## src/logic/pgo_pkg.sv

```systemverilog
// Shared constants, types and helpers for the pixel gain/offset/region stage
package pgo_pkg;
    // Register byte offsets
    localparam logic [7:0] ADDR_CTRL = 8'h00;
    localparam logic [7:0] ADDR_GAIN = 8'h04;
    localparam logic [7:0] ADDR_OFFS = 8'h08;
    localparam logic [7:0] ADDR_FIRST = 8'h0c;
    localparam logic [7:0] ADDR_COUNT = 8'h10;
    localparam logic [7:0] ADDR_STAT = 8'h14;
    // Field positions
    localparam int CTRL_DEPTH_LSB = 0;
    localparam int CTRL_BIN_BIT = 2;
    localparam int CTRL_SINGLE_BIT = 3;
    localparam int ABS_SEL_BIT = 31;
    localparam int ABS_LSB = 16;
    localparam int STAT_CNT_LSB = 16;

    typedef enum logic [1:0] {
        PGO_D8 = 2'b00,
        PGO_D10 = 2'b01,
        PGO_D12 = 2'b10
    } pgo_depth_t;

    // Gain limits and reset value; 4096 is unity
    localparam logic [13:0] GAIN_MIN = 14'h0aab;
    localparam logic [13:0] GAIN_MAX8 = 14'h3fff;
    localparam logic [13:0] GAIN_MAX10 = 14'h2000;
    localparam logic [13:0] GAIN_MAX12 = 14'h1800;
    localparam logic [13:0] GAIN_RST = 14'h1000;
    localparam int GAIN_SHIFT = 12;
    // Offset limits in 12-bit counts
    localparam logic signed [16:0] OFFS_MAX = 17'sh00fff;
    localparam logic signed [16:0] OFFS_MIN = -17'sh00fff;
    localparam logic [12:0] OFFS_RST = 13'h0000;
    // Region granularity
    localparam logic [13:0] REG_STEP = 14'h0020;
    localparam logic [13:0] REG_STEP_BIN = 14'h0010;
    localparam logic [13:0] REG_MIN = 14'h0100;
    localparam logic [13:0] REG_MIN_BIN = 14'h0080;
    localparam logic [13:0] FIRST_RST = 14'h0001;

    function automatic logic [13:0] pgo_gain_max(pgo_depth_t d);
        unique case (d)
            PGO_D8: return GAIN_MAX8;
            PGO_D10: return GAIN_MAX10;
            default: return GAIN_MAX12;
        endcase
    endfunction : pgo_gain_max

    function automatic logic [13:0] pgo_gain_clamp(logic [13:0] g, pgo_depth_t d);
        if (g < GAIN_MIN)
            return GAIN_MIN;
        if (g > pgo_gain_max(d))
            return pgo_gain_max(d);
        return g;
    endfunction : pgo_gain_clamp

    // 12-bit counts per output count, as a shift
    function automatic logic [2:0] pgo_shift(pgo_depth_t d);
        unique case (d)
            PGO_D8: return 3'h4;
            PGO_D10: return 3'h2;
            default: return 3'h0;
        endcase
    endfunction : pgo_shift

    // Whole dB to setting, 4096*10^(dB/20); zero marks an unsupported value
    function automatic logic [13:0] pgo_db_gain(logic [7:0] db);
        case (db)
            8'hfd: return 14'h0b54;
            8'hfe: return 14'h0cb6;
            8'hff: return 14'h0e43;
            8'h00: return 14'h1000;
            8'h01: return 14'h11f4;
            8'h02: return 14'h1425;
            8'h03: return 14'h169a;
            8'h04: return 14'h195c;
            8'h05: return 14'h1c74;
            8'h06: return 14'h1fed;
            8'h07: return 14'h23d2;
            8'h08: return 14'h2831;
            8'h09: return 14'h2d18;
            8'h0a: return 14'h3299;
            8'h0b: return 14'h38c5;
            8'h0c: return 14'h3fb2;
            default: return 14'h0000;
        endcase
    endfunction : pgo_db_gain
endpackage : pgo_pkg

```

## src/logic/pgo_pixel_proc.sv

```systemverilog
// Per-pixel gain, offset, saturation and depth scaling, one register stage
`timescale 1ns/1ps
`default_nettype none
module pgo_pixel_proc #(
    parameter int SW = 2
) (
    input wire logic pclk,
    input wire logic presetn,
    input wire logic in_valid,
    input wire logic [11:0] in_data,
    input wire logic [SW-1:0] in_side,
    input wire logic [13:0] gain,
    input wire logic signed [12:0] offset,
    input wire pgo_pkg::pgo_depth_t depth,
    output logic out_valid,
    output logic [11:0] out_data,
    output logic [SW-1:0] out_side
);
    logic [25:0] prod;
    logic signed [16:0] sum;
    logic [11:0] sat;

    assign prod = {14'h0000, in_data} * {12'h000, gain};
    assign sum = $signed({3'b000, prod[25:12]}) + 17'(offset);
    // Clip instead of wrap: a bright pixel must not turn black
    assign sat = (sum < 17'sh00000) ? 12'h000 : (sum > 17'sh00fff) ? 12'hfff : sum[11:0];

    always_ff @(posedge pclk or negedge presetn)
    begin
        if (!presetn)
        begin
            out_valid <= 1'b0;
            out_data <= 12'h000;
            out_side <= '0;
        end
        else
        begin
            out_valid <= in_valid;
            out_side <= in_side;
            out_data <= sat >> pgo_pkg::pgo_shift(depth);
        end
    end

    ////////////////////////////////////////////////////////////////////////////
    // Reference built without the multiplier, unity gain only
    logic signed [16:0] ref_sum;
    logic [11:0] ref_clip;
    assign ref_sum = $signed({5'h00, in_data}) + 17'(offset);
    assign ref_clip = (ref_sum < 17'sh00000) ? 12'h000 : (ref_sum > 17'sh00fff) ? 12'hfff : ref_sum[11:0];

    property p_scale;
        @(posedge pclk) disable iff (!presetn)
        in_valid && offset == 13'sh0000 && depth == pgo_pkg::PGO_D12 && prod < 26'h0fff000
        |=> out_data == 12'($past(prod) / 26'h0001000);
    endproperty
    a_scale: assert property (p_scale) else $error("gain ratio not applied");
    property p_offs_8;
        @(posedge pclk) disable iff (!presetn)
        in_valid && gain == pgo_pkg::GAIN_RST && depth == pgo_pkg::PGO_D8 |=> out_data == ($past(ref_clip) >> 4);
    endproperty
    a_offs_8: assert property (p_offs_8) else $error("8-bit offset step wrong");
    property p_offs_10;
        @(posedge pclk) disable iff (!presetn)
        in_valid && gain == pgo_pkg::GAIN_RST && depth == pgo_pkg::PGO_D10 |=> out_data == ($past(ref_clip) >> 2);
    endproperty
    a_offs_10: assert property (p_offs_10) else $error("10-bit offset step wrong");
    property p_offs_12;
        @(posedge pclk) disable iff (!presetn)
        in_valid && gain == pgo_pkg::GAIN_RST && depth == pgo_pkg::PGO_D12 |=> out_data == $past(ref_clip);
    endproperty
    a_offs_12: assert property (p_offs_12) else $error("12-bit offset step wrong");
    property p_sat;
        @(posedge pclk) disable iff (!presetn)
        in_valid && $signed({1'b0, in_data}) + offset > 14'sh0fff && gain >= pgo_pkg::GAIN_RST
        |=> out_data == (12'hfff >> pgo_pkg::pgo_shift($past(depth)));
    endproperty
    a_sat: assert property (p_sat) else $error("overflow not saturated");
endmodule : pgo_pixel_proc
`default_nettype wire

```

## src/logic/pgo_top.sv

```systemverilog
// Pixel stage: APB registers, binning, region crop and gain/offset datapath
`timescale 1ns/1ps
`default_nettype none
// Overview of operation
// - Gain setting never below 2731
// - Gain capped 16383, 8192, 6144 by depth
// - Gain resets to 4096, unity
// - Pixel scaled by gain over 4096
// - Gain writable in dB or raw
// - Offset limited to +-4095, resets zero
// - 8-bit: 16 offset steps per count
// - 10-bit: 4 offset steps per count
// - 12-bit: 1 offset step per count
// - Offset writable in counts or raw
// - Only region pixels are sent
// - Single-line mode sends line A only, line B dropped
// - Binning merges pairs, region in binned pixels
// - Start and length in separate registers
module pgo_top #(
    parameter int LINE_PIXELS = 2048
) (
    input wire logic pclk,
    input wire logic presetn,
    input wire logic psel,
    input wire logic penable,
    input wire logic pwrite,
    input wire logic [7:0] paddr,
    input wire logic [31:0] pwdata,
    output logic [31:0] prdata,
    output logic pready,
    output logic pslverr,
    input wire logic pix_valid,
    input wire logic [11:0] pix_data,
    input wire logic pix_line_b,
    input wire logic pix_sol,
    output logic out_valid,
    output logic [11:0] out_data,
    output logic out_line_b,
    output logic out_first
);
    localparam logic [13:0] LINE_W = 14'(LINE_PIXELS);

    pgo_pkg::pgo_depth_t depth_r;
    logic bin_r;
    logic single_r;
    logic [13:0] gain_r;
    logic [12:0] offs_r;
    logic [13:0] first_r;
    logic [13:0] count_r;
    logic rej_r;
    logic [15:0] out_cnt_r;

    ////////////////////////////////////////////////////////////////////////////
    // APB slave, one wait-free access; ready is a flop set in the setup cycle
    logic setup;
    logic wr;
    logic addr_ok;
    logic [31:0] rd_mux;

    assign setup = psel & ~penable & ~pready;
    assign wr = psel & penable & pready & pwrite;
    assign addr_ok = paddr inside {pgo_pkg::ADDR_CTRL, pgo_pkg::ADDR_GAIN, pgo_pkg::ADDR_OFFS,
                                   pgo_pkg::ADDR_FIRST, pgo_pkg::ADDR_COUNT, pgo_pkg::ADDR_STAT};

    always_comb
    begin
        rd_mux = 32'h0000_0000;
        case (paddr)
            pgo_pkg::ADDR_CTRL: rd_mux = {28'h0, single_r, bin_r, depth_r};
            pgo_pkg::ADDR_GAIN: rd_mux = {18'h0, gain_r};
            pgo_pkg::ADDR_OFFS: rd_mux = {{19{offs_r[12]}}, offs_r};
            pgo_pkg::ADDR_FIRST: rd_mux = {18'h0, first_r};
            pgo_pkg::ADDR_COUNT: rd_mux = {18'h0, count_r};
            pgo_pkg::ADDR_STAT: rd_mux = {out_cnt_r, 15'h0, rej_r};
            default: rd_mux = 32'h0000_0000;
        endcase
    end

    always_ff @(posedge pclk or negedge presetn)
    begin
        if (!presetn)
        begin
            pready <= 1'b0;
            pslverr <= 1'b0;
            prdata <= 32'h0000_0000;
        end
        else
        begin
            pready <= setup;
            pslverr <= setup & ~addr_ok;
            prdata <= (setup && !pwrite) ? rd_mux : 32'h0000_0000;
        end
    end

    ////////////////////////////////////////////////////////////////////////////
    // Register write checking
    logic w_ctrl;
    logic w_gain;
    logic w_offs;
    logic w_first;
    logic w_count;
    logic depth_ok;
    pgo_pkg::pgo_depth_t depth_new;
    logic bin_new;
    logic [13:0] gain_req;
    logic [13:0] gain_nxt;
    logic signed [16:0] offs_req;
    logic [12:0] offs_nxt;
    logic [13:0] w_cur;
    logic [13:0] w_new;
    logic [13:0] step;
    logic [13:0] min_len;
    logic [14:0] wv;
    logic first_ok;
    logic count_ok;
    logic rej_evt;

    assign w_ctrl = wr && paddr == pgo_pkg::ADDR_CTRL;
    assign w_gain = wr && paddr == pgo_pkg::ADDR_GAIN;
    assign w_offs = wr && paddr == pgo_pkg::ADDR_OFFS;
    assign w_first = wr && paddr == pgo_pkg::ADDR_FIRST;
    assign w_count = wr && paddr == pgo_pkg::ADDR_COUNT;
    assign depth_ok = pwdata[pgo_pkg::CTRL_DEPTH_LSB +: 2] != 2'b11;
    assign depth_new = depth_ok ? pgo_pkg::pgo_depth_t'(pwdata[pgo_pkg::CTRL_DEPTH_LSB +: 2]) : depth_r;
    assign bin_new = pwdata[pgo_pkg::CTRL_BIN_BIT];
    // Binned pixels halve the usable line
    assign w_cur = bin_r ? (LINE_W >> 1) : LINE_W;
    assign w_new = bin_new ? (LINE_W >> 1) : LINE_W;
    assign step = bin_r ? pgo_pkg::REG_STEP_BIN : pgo_pkg::REG_STEP;
    assign min_len = bin_r ? pgo_pkg::REG_MIN_BIN : pgo_pkg::REG_MIN;
    assign wv = {1'b0, pwdata[13:0]};
    assign first_ok = wv[13:0] != 14'h0 && ((wv[13:0] - 14'h1) & (step - 14'h1)) == 14'h0
                      && wv + {1'b0, count_r} <= {1'b0, w_cur} + 15'h1;
    assign count_ok = wv[13:0] >= min_len && (wv[13:0] & (step - 14'h1)) == 14'h0
                      && wv + {1'b0, first_r} <= {1'b0, w_cur} + 15'h1;

    // Absolute field is whole dB, raw field the setting itself
    assign gain_req = pwdata[pgo_pkg::ABS_SEL_BIT] ? pgo_pkg::pgo_db_gain(pwdata[pgo_pkg::ABS_LSB +: 8])
                                                   : pwdata[13:0];
    // Absolute offset is output counts, scaled to 12-bit steps by depth
    assign offs_req = pwdata[pgo_pkg::ABS_SEL_BIT]
                      ? ($signed({{5{pwdata[27]}}, pwdata[27:16]}) <<< pgo_pkg::pgo_shift(depth_r))
                      : $signed({{4{pwdata[12]}}, pwdata[12:0]});

    always_comb
    begin
        gain_nxt = gain_r;
        if (w_gain && gain_req != 14'h0)
            gain_nxt = pgo_pkg::pgo_gain_clamp(gain_req, depth_r);
        else if (w_ctrl)
            gain_nxt = pgo_pkg::pgo_gain_clamp(gain_r, depth_new);
    end

    always_comb
    begin
        offs_nxt = offs_r;
        if (w_offs)
        begin
            if (offs_req > pgo_pkg::OFFS_MAX)
                offs_nxt = pgo_pkg::OFFS_MAX[12:0];
            else if (offs_req < pgo_pkg::OFFS_MIN)
                offs_nxt = pgo_pkg::OFFS_MIN[12:0];
            else
                offs_nxt = offs_req[12:0];
        end
    end

    assign rej_evt = (w_ctrl && !depth_ok)
                   || (w_gain && gain_req != pgo_pkg::pgo_gain_clamp(gain_req, depth_r))
                   || (w_offs && offs_req[12:0] != offs_nxt)
                   || (w_first && !first_ok) || (w_count && !count_ok);

    ////////////////////////////////////////////////////////////////////////////
    // Control registers
    always_ff @(posedge pclk or negedge presetn)
    begin
        if (!presetn)
        begin
            depth_r <= pgo_pkg::PGO_D12;
            bin_r <= 1'b0;
            single_r <= 1'b0;
        end
        else if (w_ctrl)
        begin
            depth_r <= depth_new;
            bin_r <= bin_new;
            single_r <= pwdata[pgo_pkg::CTRL_SINGLE_BIT];
        end
    end

    always_ff @(posedge pclk or negedge presetn)
    begin
        if (!presetn)
        begin
            gain_r <= pgo_pkg::GAIN_RST;
            offs_r <= pgo_pkg::OFFS_RST;
        end
        else
        begin
            gain_r <= gain_nxt;
            offs_r <= offs_nxt;
        end
    end

    // A binning change reopens the full line so the region stays legal
    always_ff @(posedge pclk or negedge presetn)
    begin
        if (!presetn)
        begin
            first_r <= pgo_pkg::FIRST_RST;
            count_r <= LINE_W;
        end
        else if (w_ctrl && bin_new != bin_r)
        begin
            first_r <= pgo_pkg::FIRST_RST;
            count_r <= w_new;
        end
        else
        begin
            if (w_first && first_ok)
                first_r <= pwdata[13:0];
            if (w_count && count_ok)
                count_r <= pwdata[13:0];
        end
    end

    // Sticky reject flag, write one to clear; a new reject wins
    always_ff @(posedge pclk or negedge presetn)
    begin
        if (!presetn)
            rej_r <= 1'b0;
        else if (rej_evt)
            rej_r <= 1'b1;
        else if (wr && paddr == pgo_pkg::ADDR_STAT && pwdata[0])
            rej_r <= 1'b0;
    end

    ////////////////////////////////////////////////////////////////////////////
    // Binning and per-line pixel position (1-based)
    logic phase_r;
    logic [11:0] hold_r;
    logic hold_sol_r;
    logic [13:0] pos_r [2];
    logic s1_valid_r;
    logic [11:0] s1_data_r;
    logic s1_line_r;
    logic [13:0] s1_pos_r;
    logic [12:0] pair_sum;
    logic emit_sol;
    logic [13:0] pos_cur;

    assign pair_sum = {1'b0, hold_r} + {1'b0, pix_data};
    assign emit_sol = bin_r ? hold_sol_r : pix_sol;
    assign pos_cur = emit_sol ? 14'h1 : pos_r[pix_line_b] + 14'h1;

    always_ff @(posedge pclk or negedge presetn)
    begin
        if (!presetn)
        begin
            phase_r <= 1'b0;
            hold_r <= 12'h000;
            hold_sol_r <= 1'b0;
            pos_r[0] <= 14'h0;
            pos_r[1] <= 14'h0;
            s1_valid_r <= 1'b0;
            s1_data_r <= 12'h000;
            s1_line_r <= 1'b0;
            s1_pos_r <= 14'h0;
        end
        else
        begin
            s1_valid_r <= 1'b0;
            if (pix_valid && bin_r && (pix_sol || !phase_r))
            begin
                phase_r <= 1'b1;
                hold_r <= pix_data;
                hold_sol_r <= pix_sol;
            end
            else if (pix_valid)
            begin
                phase_r <= 1'b0;
                s1_valid_r <= 1'b1;
                s1_line_r <= pix_line_b;
                s1_data_r <= bin_r ? pair_sum[12:1] : pix_data;
                s1_pos_r <= pos_cur;
                pos_r[pix_line_b] <= pos_cur;
            end
        end
    end

    ////////////////////////////////////////////////////////////////////////////
    // Region crop, then gain and offset
    logic keep;
    assign keep = s1_valid_r && s1_pos_r >= first_r
                  && {1'b0, s1_pos_r} < {1'b0, first_r} + {1'b0, count_r}
                  && !(single_r && s1_line_r);

    pgo_pixel_proc #(
        .SW(2)
    ) u_proc (
        .pclk(pclk),
        .presetn(presetn),
        .in_valid(keep),
        .in_data(s1_data_r),
        .in_side({s1_line_r, s1_pos_r == first_r}),
        .gain(gain_r),
        .offset(offs_r),
        .depth(depth_r),
        .out_valid(out_valid),
        .out_data(out_data),
        .out_side({out_line_b, out_first})
    );

    always_ff @(posedge pclk or negedge presetn)
    begin
        if (!presetn)
            out_cnt_r <= 16'h0000;
        else if (out_valid)
            out_cnt_r <= out_first ? 16'h0001 : out_cnt_r + 16'h0001;
    end

    ////////////////////////////////////////////////////////////////////////////
    // Checks
    property p_gain_min;
        @(posedge pclk) disable iff (!presetn) gain_r >= pgo_pkg::GAIN_MIN;
    endproperty
    a_gain_min: assert property (p_gain_min) else $error("gain below minimum");
    property p_gain_max;
        @(posedge pclk) disable iff (!presetn) gain_r <= pgo_pkg::pgo_gain_max(depth_r);
    endproperty
    a_gain_max: assert property (p_gain_max) else $error("gain above depth limit");
    property p_gain_rst;
        @(posedge pclk) $rose(presetn) |-> gain_r == pgo_pkg::GAIN_RST && offs_r == pgo_pkg::OFFS_RST;
    endproperty
    a_gain_rst: assert property (p_gain_rst) else $error("bad reset gain or offset");
    property p_db;
        @(posedge pclk) disable iff (!presetn)
        w_gain && pwdata[31] && pwdata[23:16] == 8'h00 |=> gain_r == pgo_pkg::GAIN_RST;
    endproperty
    a_db: assert property (p_db) else $error("0 dB not unity");
    property p_offs_range;
        @(posedge pclk) disable iff (!presetn)
        $signed(offs_r) <= 13'sh0fff && $signed(offs_r) >= -13'sh0fff;
    endproperty
    a_offs_range: assert property (p_offs_range) else $error("offset out of range");
    property p_offs_abs;
        @(posedge pclk) disable iff (!presetn)
        w_offs && pwdata[31] && pwdata[27:16] == 12'h001 && depth_r == pgo_pkg::PGO_D8 |=> offs_r == 13'h0010;
    endproperty
    a_offs_abs: assert property (p_offs_abs) else $error("absolute offset scale wrong");
    property p_crop;
        @(posedge pclk) disable iff (!presetn)
        s1_valid_r && (s1_pos_r < first_r || single_r && s1_line_r) |=> !out_valid;
    endproperty
    a_crop: assert property (p_crop) else $error("pixel outside region sent");
    property p_region_wr;
        @(posedge pclk) disable iff (!presetn)
        w_first && !first_ok && !w_ctrl |=> $stable(first_r) ##0 rej_r;
    endproperty
    a_region_wr: assert property (p_region_wr) else $error("illegal start accepted");
    property p_bin_pair;
        @(posedge pclk) disable iff (!presetn)
        bin_r && pix_valid && pix_sol |=> !s1_valid_r;
    endproperty
    a_bin_pair: assert property (p_bin_pair) else $error("binned pixel not paired");

    c_bin: cover property (@(posedge pclk) bin_r && s1_valid_r);
    c_crop: cover property (@(posedge pclk) out_valid && out_first);
    c_single: cover property (@(posedge pclk) single_r && s1_valid_r && s1_line_r);
endmodule : pgo_top
`default_nettype wire

```

## config.mk

```make
export PLATFORM = sky130hd
export DESIGN_NAME = pgo_top
export DESIGN_NICKNAME = d
export VERILOG_FILES = /design/src/logic/pgo_pkg.sv /design/src/logic/pgo_pixel_proc.sv /design/src/logic/pgo_top.sv
export SDC_FILE = /design/constraint.sdc
export NUM_CORES = 1
export LEC_CHECK = 0
export ABC_AREA = 1
export BUFFER_PORTS_ARGS = -buffer_cell sky130_fd_sc_hd__buf_2
export CORE_ASPECT_RATIO = 2
export CORE_MARGIN = 10
export CORE_UTILIZATION = 45
export DETAILED_ROUTE_END_ITERATION = 16
export PLACE_DENSITY = 0.66
export SETUP_SLACK_MARGIN = 0.4
export SYNTH_ARGS = -nofsm -noshare
export SYNTH_HDL_FRONTEND = slang
export SYNTH_SLANG_ARGS = --single-unit
```

## constraint.sdc

```tcl
create_clock -name pclk -period 19.3 [get_ports pclk]
set_input_delay 1.93 -clock pclk [delete_from_list [all_inputs] [get_ports pclk]]
set_output_delay 1.93 -clock pclk [all_outputs]
set_load 0.01 [all_outputs]
```

==> impl_metrics.toml <==
[clock_network]
cts_root_buffer = "clkbuf_16"
h-tree-depth = 4
cts_repair_resize_count = 0
cts_sinks = 194
worst_skew_pair.late_latency_ns = 0.48
post_cts.repair.setup_buffers = 0
cts-buffers-inserted = 17
clock_tree.buffer_depth = 2
ctsHoldBuffers = 0
cts_tree = "built"
clkSlewWorstSetupHoldPaths_ns = 0.09

[pwr]
p_leak_nw = 11.91
power_density_nw_per_um2 = 95.69
worst_ir_drop_on_vdd_uv = 113.2

[flow_run]
max-cap-violations = 0

[critical_path]
rrSetupSlack_ns = 11.05
crit_path_frequent_cell = "nand2_1"
end_kind = "flop"
cp_slowest_cell = "dfrtp_1"
path_max_fanout = 16
critPathBufInv = 5
worst_setup_path_start_kind = "flop"
critPathMaxStageDelay_ns = 0.92
worst_ep_required_time_ns = 19.69
timing_worst_setup_path_type = "reg -> reg"
cpLargestDelayFamily = "adder cells"
timing.critical_path.arrival_ns = 8.65

[grt]
grt_antenna_before_repair = 2
grt_max_degree = 76
groute.usage.overall = 0.2314
wire_length_of_the_first_global_routing_pass_um = 99100
globalRoute.totalOverflow = 0
grt_pass1_vias = 19270

[logic_synthesis]
synth_top_area_cell = "dfrtp_1"
netlist_instances = 2802
synth-edff-count = 0
synth_ff_type = "dfrtp_1"
synth.top_cells.by_area = "dfrtp_1, nand2_1, fa_1"
total_nets_after_synthesis = 3177
ffs_w_async_s_r_synth = 1.000
seq_area_frac_synth = 0.2435
synth.top_cells.by_count = "nand2_1, inv_1, nor2_1, ha_1, dfrtp_1"
post-synth-top-area-fraction = 0.2382
synth_cell_types = 55
ys.warnings.count = 0
post_synth.cell_area_avg_um2 = 7.122
post-synth-top-count-cell = "nand2_1"
post_synth_instance_area_um2 = 19960
synth_seq_cells = 194

[sta]
finalClockSkew_ns = 0.01343
crit_share_post_route = 0.4275
finalSetupTns_ns = 0
fin_crit_ns = 8.252
grt_setup_unrepaired = "no"
fin_ws_ns = 11.05
report.final.hold_viol_count = 0
timing_max_transition_violations_final = 0
worstMarginPinSlew_ns = 1.256
peak_freq_ghz = 0.1212
final_setup_fails = 0
slew_headroom = 0.1536

[floorplanning]
top_level_pins = 109
fp.dieW_um = 168.9
standard_cell_core_area_um2 = 44050
floorplan.initialDensity = 0.4530
fp.dieArea_um2 = 53680
die_height_um = 317.8
rows = 109

[placed_design]
place.detailed.hpwl_um = 49970
io_buffer_count = 103
place_congestion = 0.9971
setup_slack_after_placement_ns = 11.15

[route]
drc = 0
drt_first_pass_iters = 6
wl_per_cell_um = 18.13
detail-route-antenna-nets = 0
finalWirelength_um = 62100
vias = 18730
drtIter0Drc = 1189
post_drt_via_cell_ratio = 5.469

[final_layout]
syn2layout_area_growth_pct = 7.900
num-nets-final = 3231
post_route_cells_drive_above_1_share = 0.06832

[status]
outcome = "finished clean"

[min_path]
worstHoldPathType = "reg -> reg"
worst register-to-register path: cells and delay by family, from the launching register on:
family	cells	cell delay, ns
AOI/OAI and AO/OA	5	1.41
xor gates and xnor gates	2	0.34
adders and majority gates	7	3.36
buffers and inverters	5	0.47
DFF	1	0.92
and+or+nand+nor	16	1.67
state kept, by name, summed over array words and instances (netlist names), 13 cells and up:
register   flops
count_r       14
prdata        31
pos_r         28
s1_pos_r      14
offs_r        13
gain_r        14
out_cnt_r     16
first_r       14
layer usage:
layer / track usage / vias up / wire length, µm
met4: 0.1676 / 2 / 4892
met2: 0.4180 / 616 / 32370
li1: - / 8986 / -
met1: 0.2341 / 8890 / 21920
met3: 0.03459 / 239 / 2905
met5: 0 / - / 8
cell type report:
| class | count | area, µm² |
|---|---|---|
| Fill cell | 4404 | 22520 |
| Multi-Input combinational cell | 2033 | 12870 |
| Sequential cell | 194 | 4860 |
| Inverter | 496 | 1864 |
| Tap cell | 555 | 694.4 |
| Timing Repair Buffer | 114 | 606.8 |
| Clock buffer | 17 | 425.4 |
| Clock inverter | 15 | 206.4 |
| Antenna cell | 1 | 2.502 |
report_power, final:
part / internal, mW / switching, mW
Sequential: 0.426 / 0.0551
Combinational: 0.439 / 0.757
Clock: 0.190 / 0.193
metrics by stage:
stage | std cells | hold WS, ns | cell area [µm²] | util | power [mW]
floorplan | 2802 | 0.3748 | 19960 | - | 1.320
global placement | 3392 | 0.4537 | 20900 | 0.4744 | 1.666
detailed placement | 3392 | 0.4616 | 20900 | 0.4744 | 1.693
CTS | 3424 | 0.4838 | 21530 | 0.4888 | 2.082
global route | 3424 | 0.5062 | 21530 | 0.4888 | 2.239
finish | 3425 | 0.4775 | 21530 | 0.4888 | 2.061
worst paths after layout:
path,end,cells after the start,from
worst max register to register,u_proc.out_data[7],35,gain_r[4]
min in group asynchronous,hold_r[4],1,presetn
worst min register to register,pos_r[15],2,pos_r[15]
max in group asynchronous,prdata[1],3,presetn
worst min-delay path,pos_r[15],2,pos_r[15]
worst max-delay path,u_proc.out_data[7],35,gain_r[4]
logic make-up after synthesis:
logic type	after synthesis	synth area share
AND/OR/NAND/NOR	1220	0.2494
AO/OA/AOI/OAI	424	0.1183
adder cells (fa/ha/maj)	315	0.2441
multiplexers	12	0.006019
flip-flops	194	0.2435
buffers and inverters	575	0.1114
XOR/XNOR	62	0.02721
cells in the final DEF (no fill, tap or decap), types with 8 or more instances in the layout:
master / count
ha_1: 191
o22ai_1: 23
inv_1: 476
fa_1: 124
nand4_1: 26
xnor2_1: 24
inv_2: 15
nand2_1: 799
nand3_1: 125
buf_4: 11
o211ai_1: 17
a41oi_1: 10
nor4_1: 9
a21oi_1: 158
nand2_2: 9
dfrtp_1: 190
mux2i_1: 12
clkbuf_16: 17
o21ai_0: 161
xor2_1: 38
nor3_1: 23
or2_2: 12
buf_2: 102
nor2_1: 198
a31oi_1: 8
No activity file was read; power rests on OpenSTA's default activity.
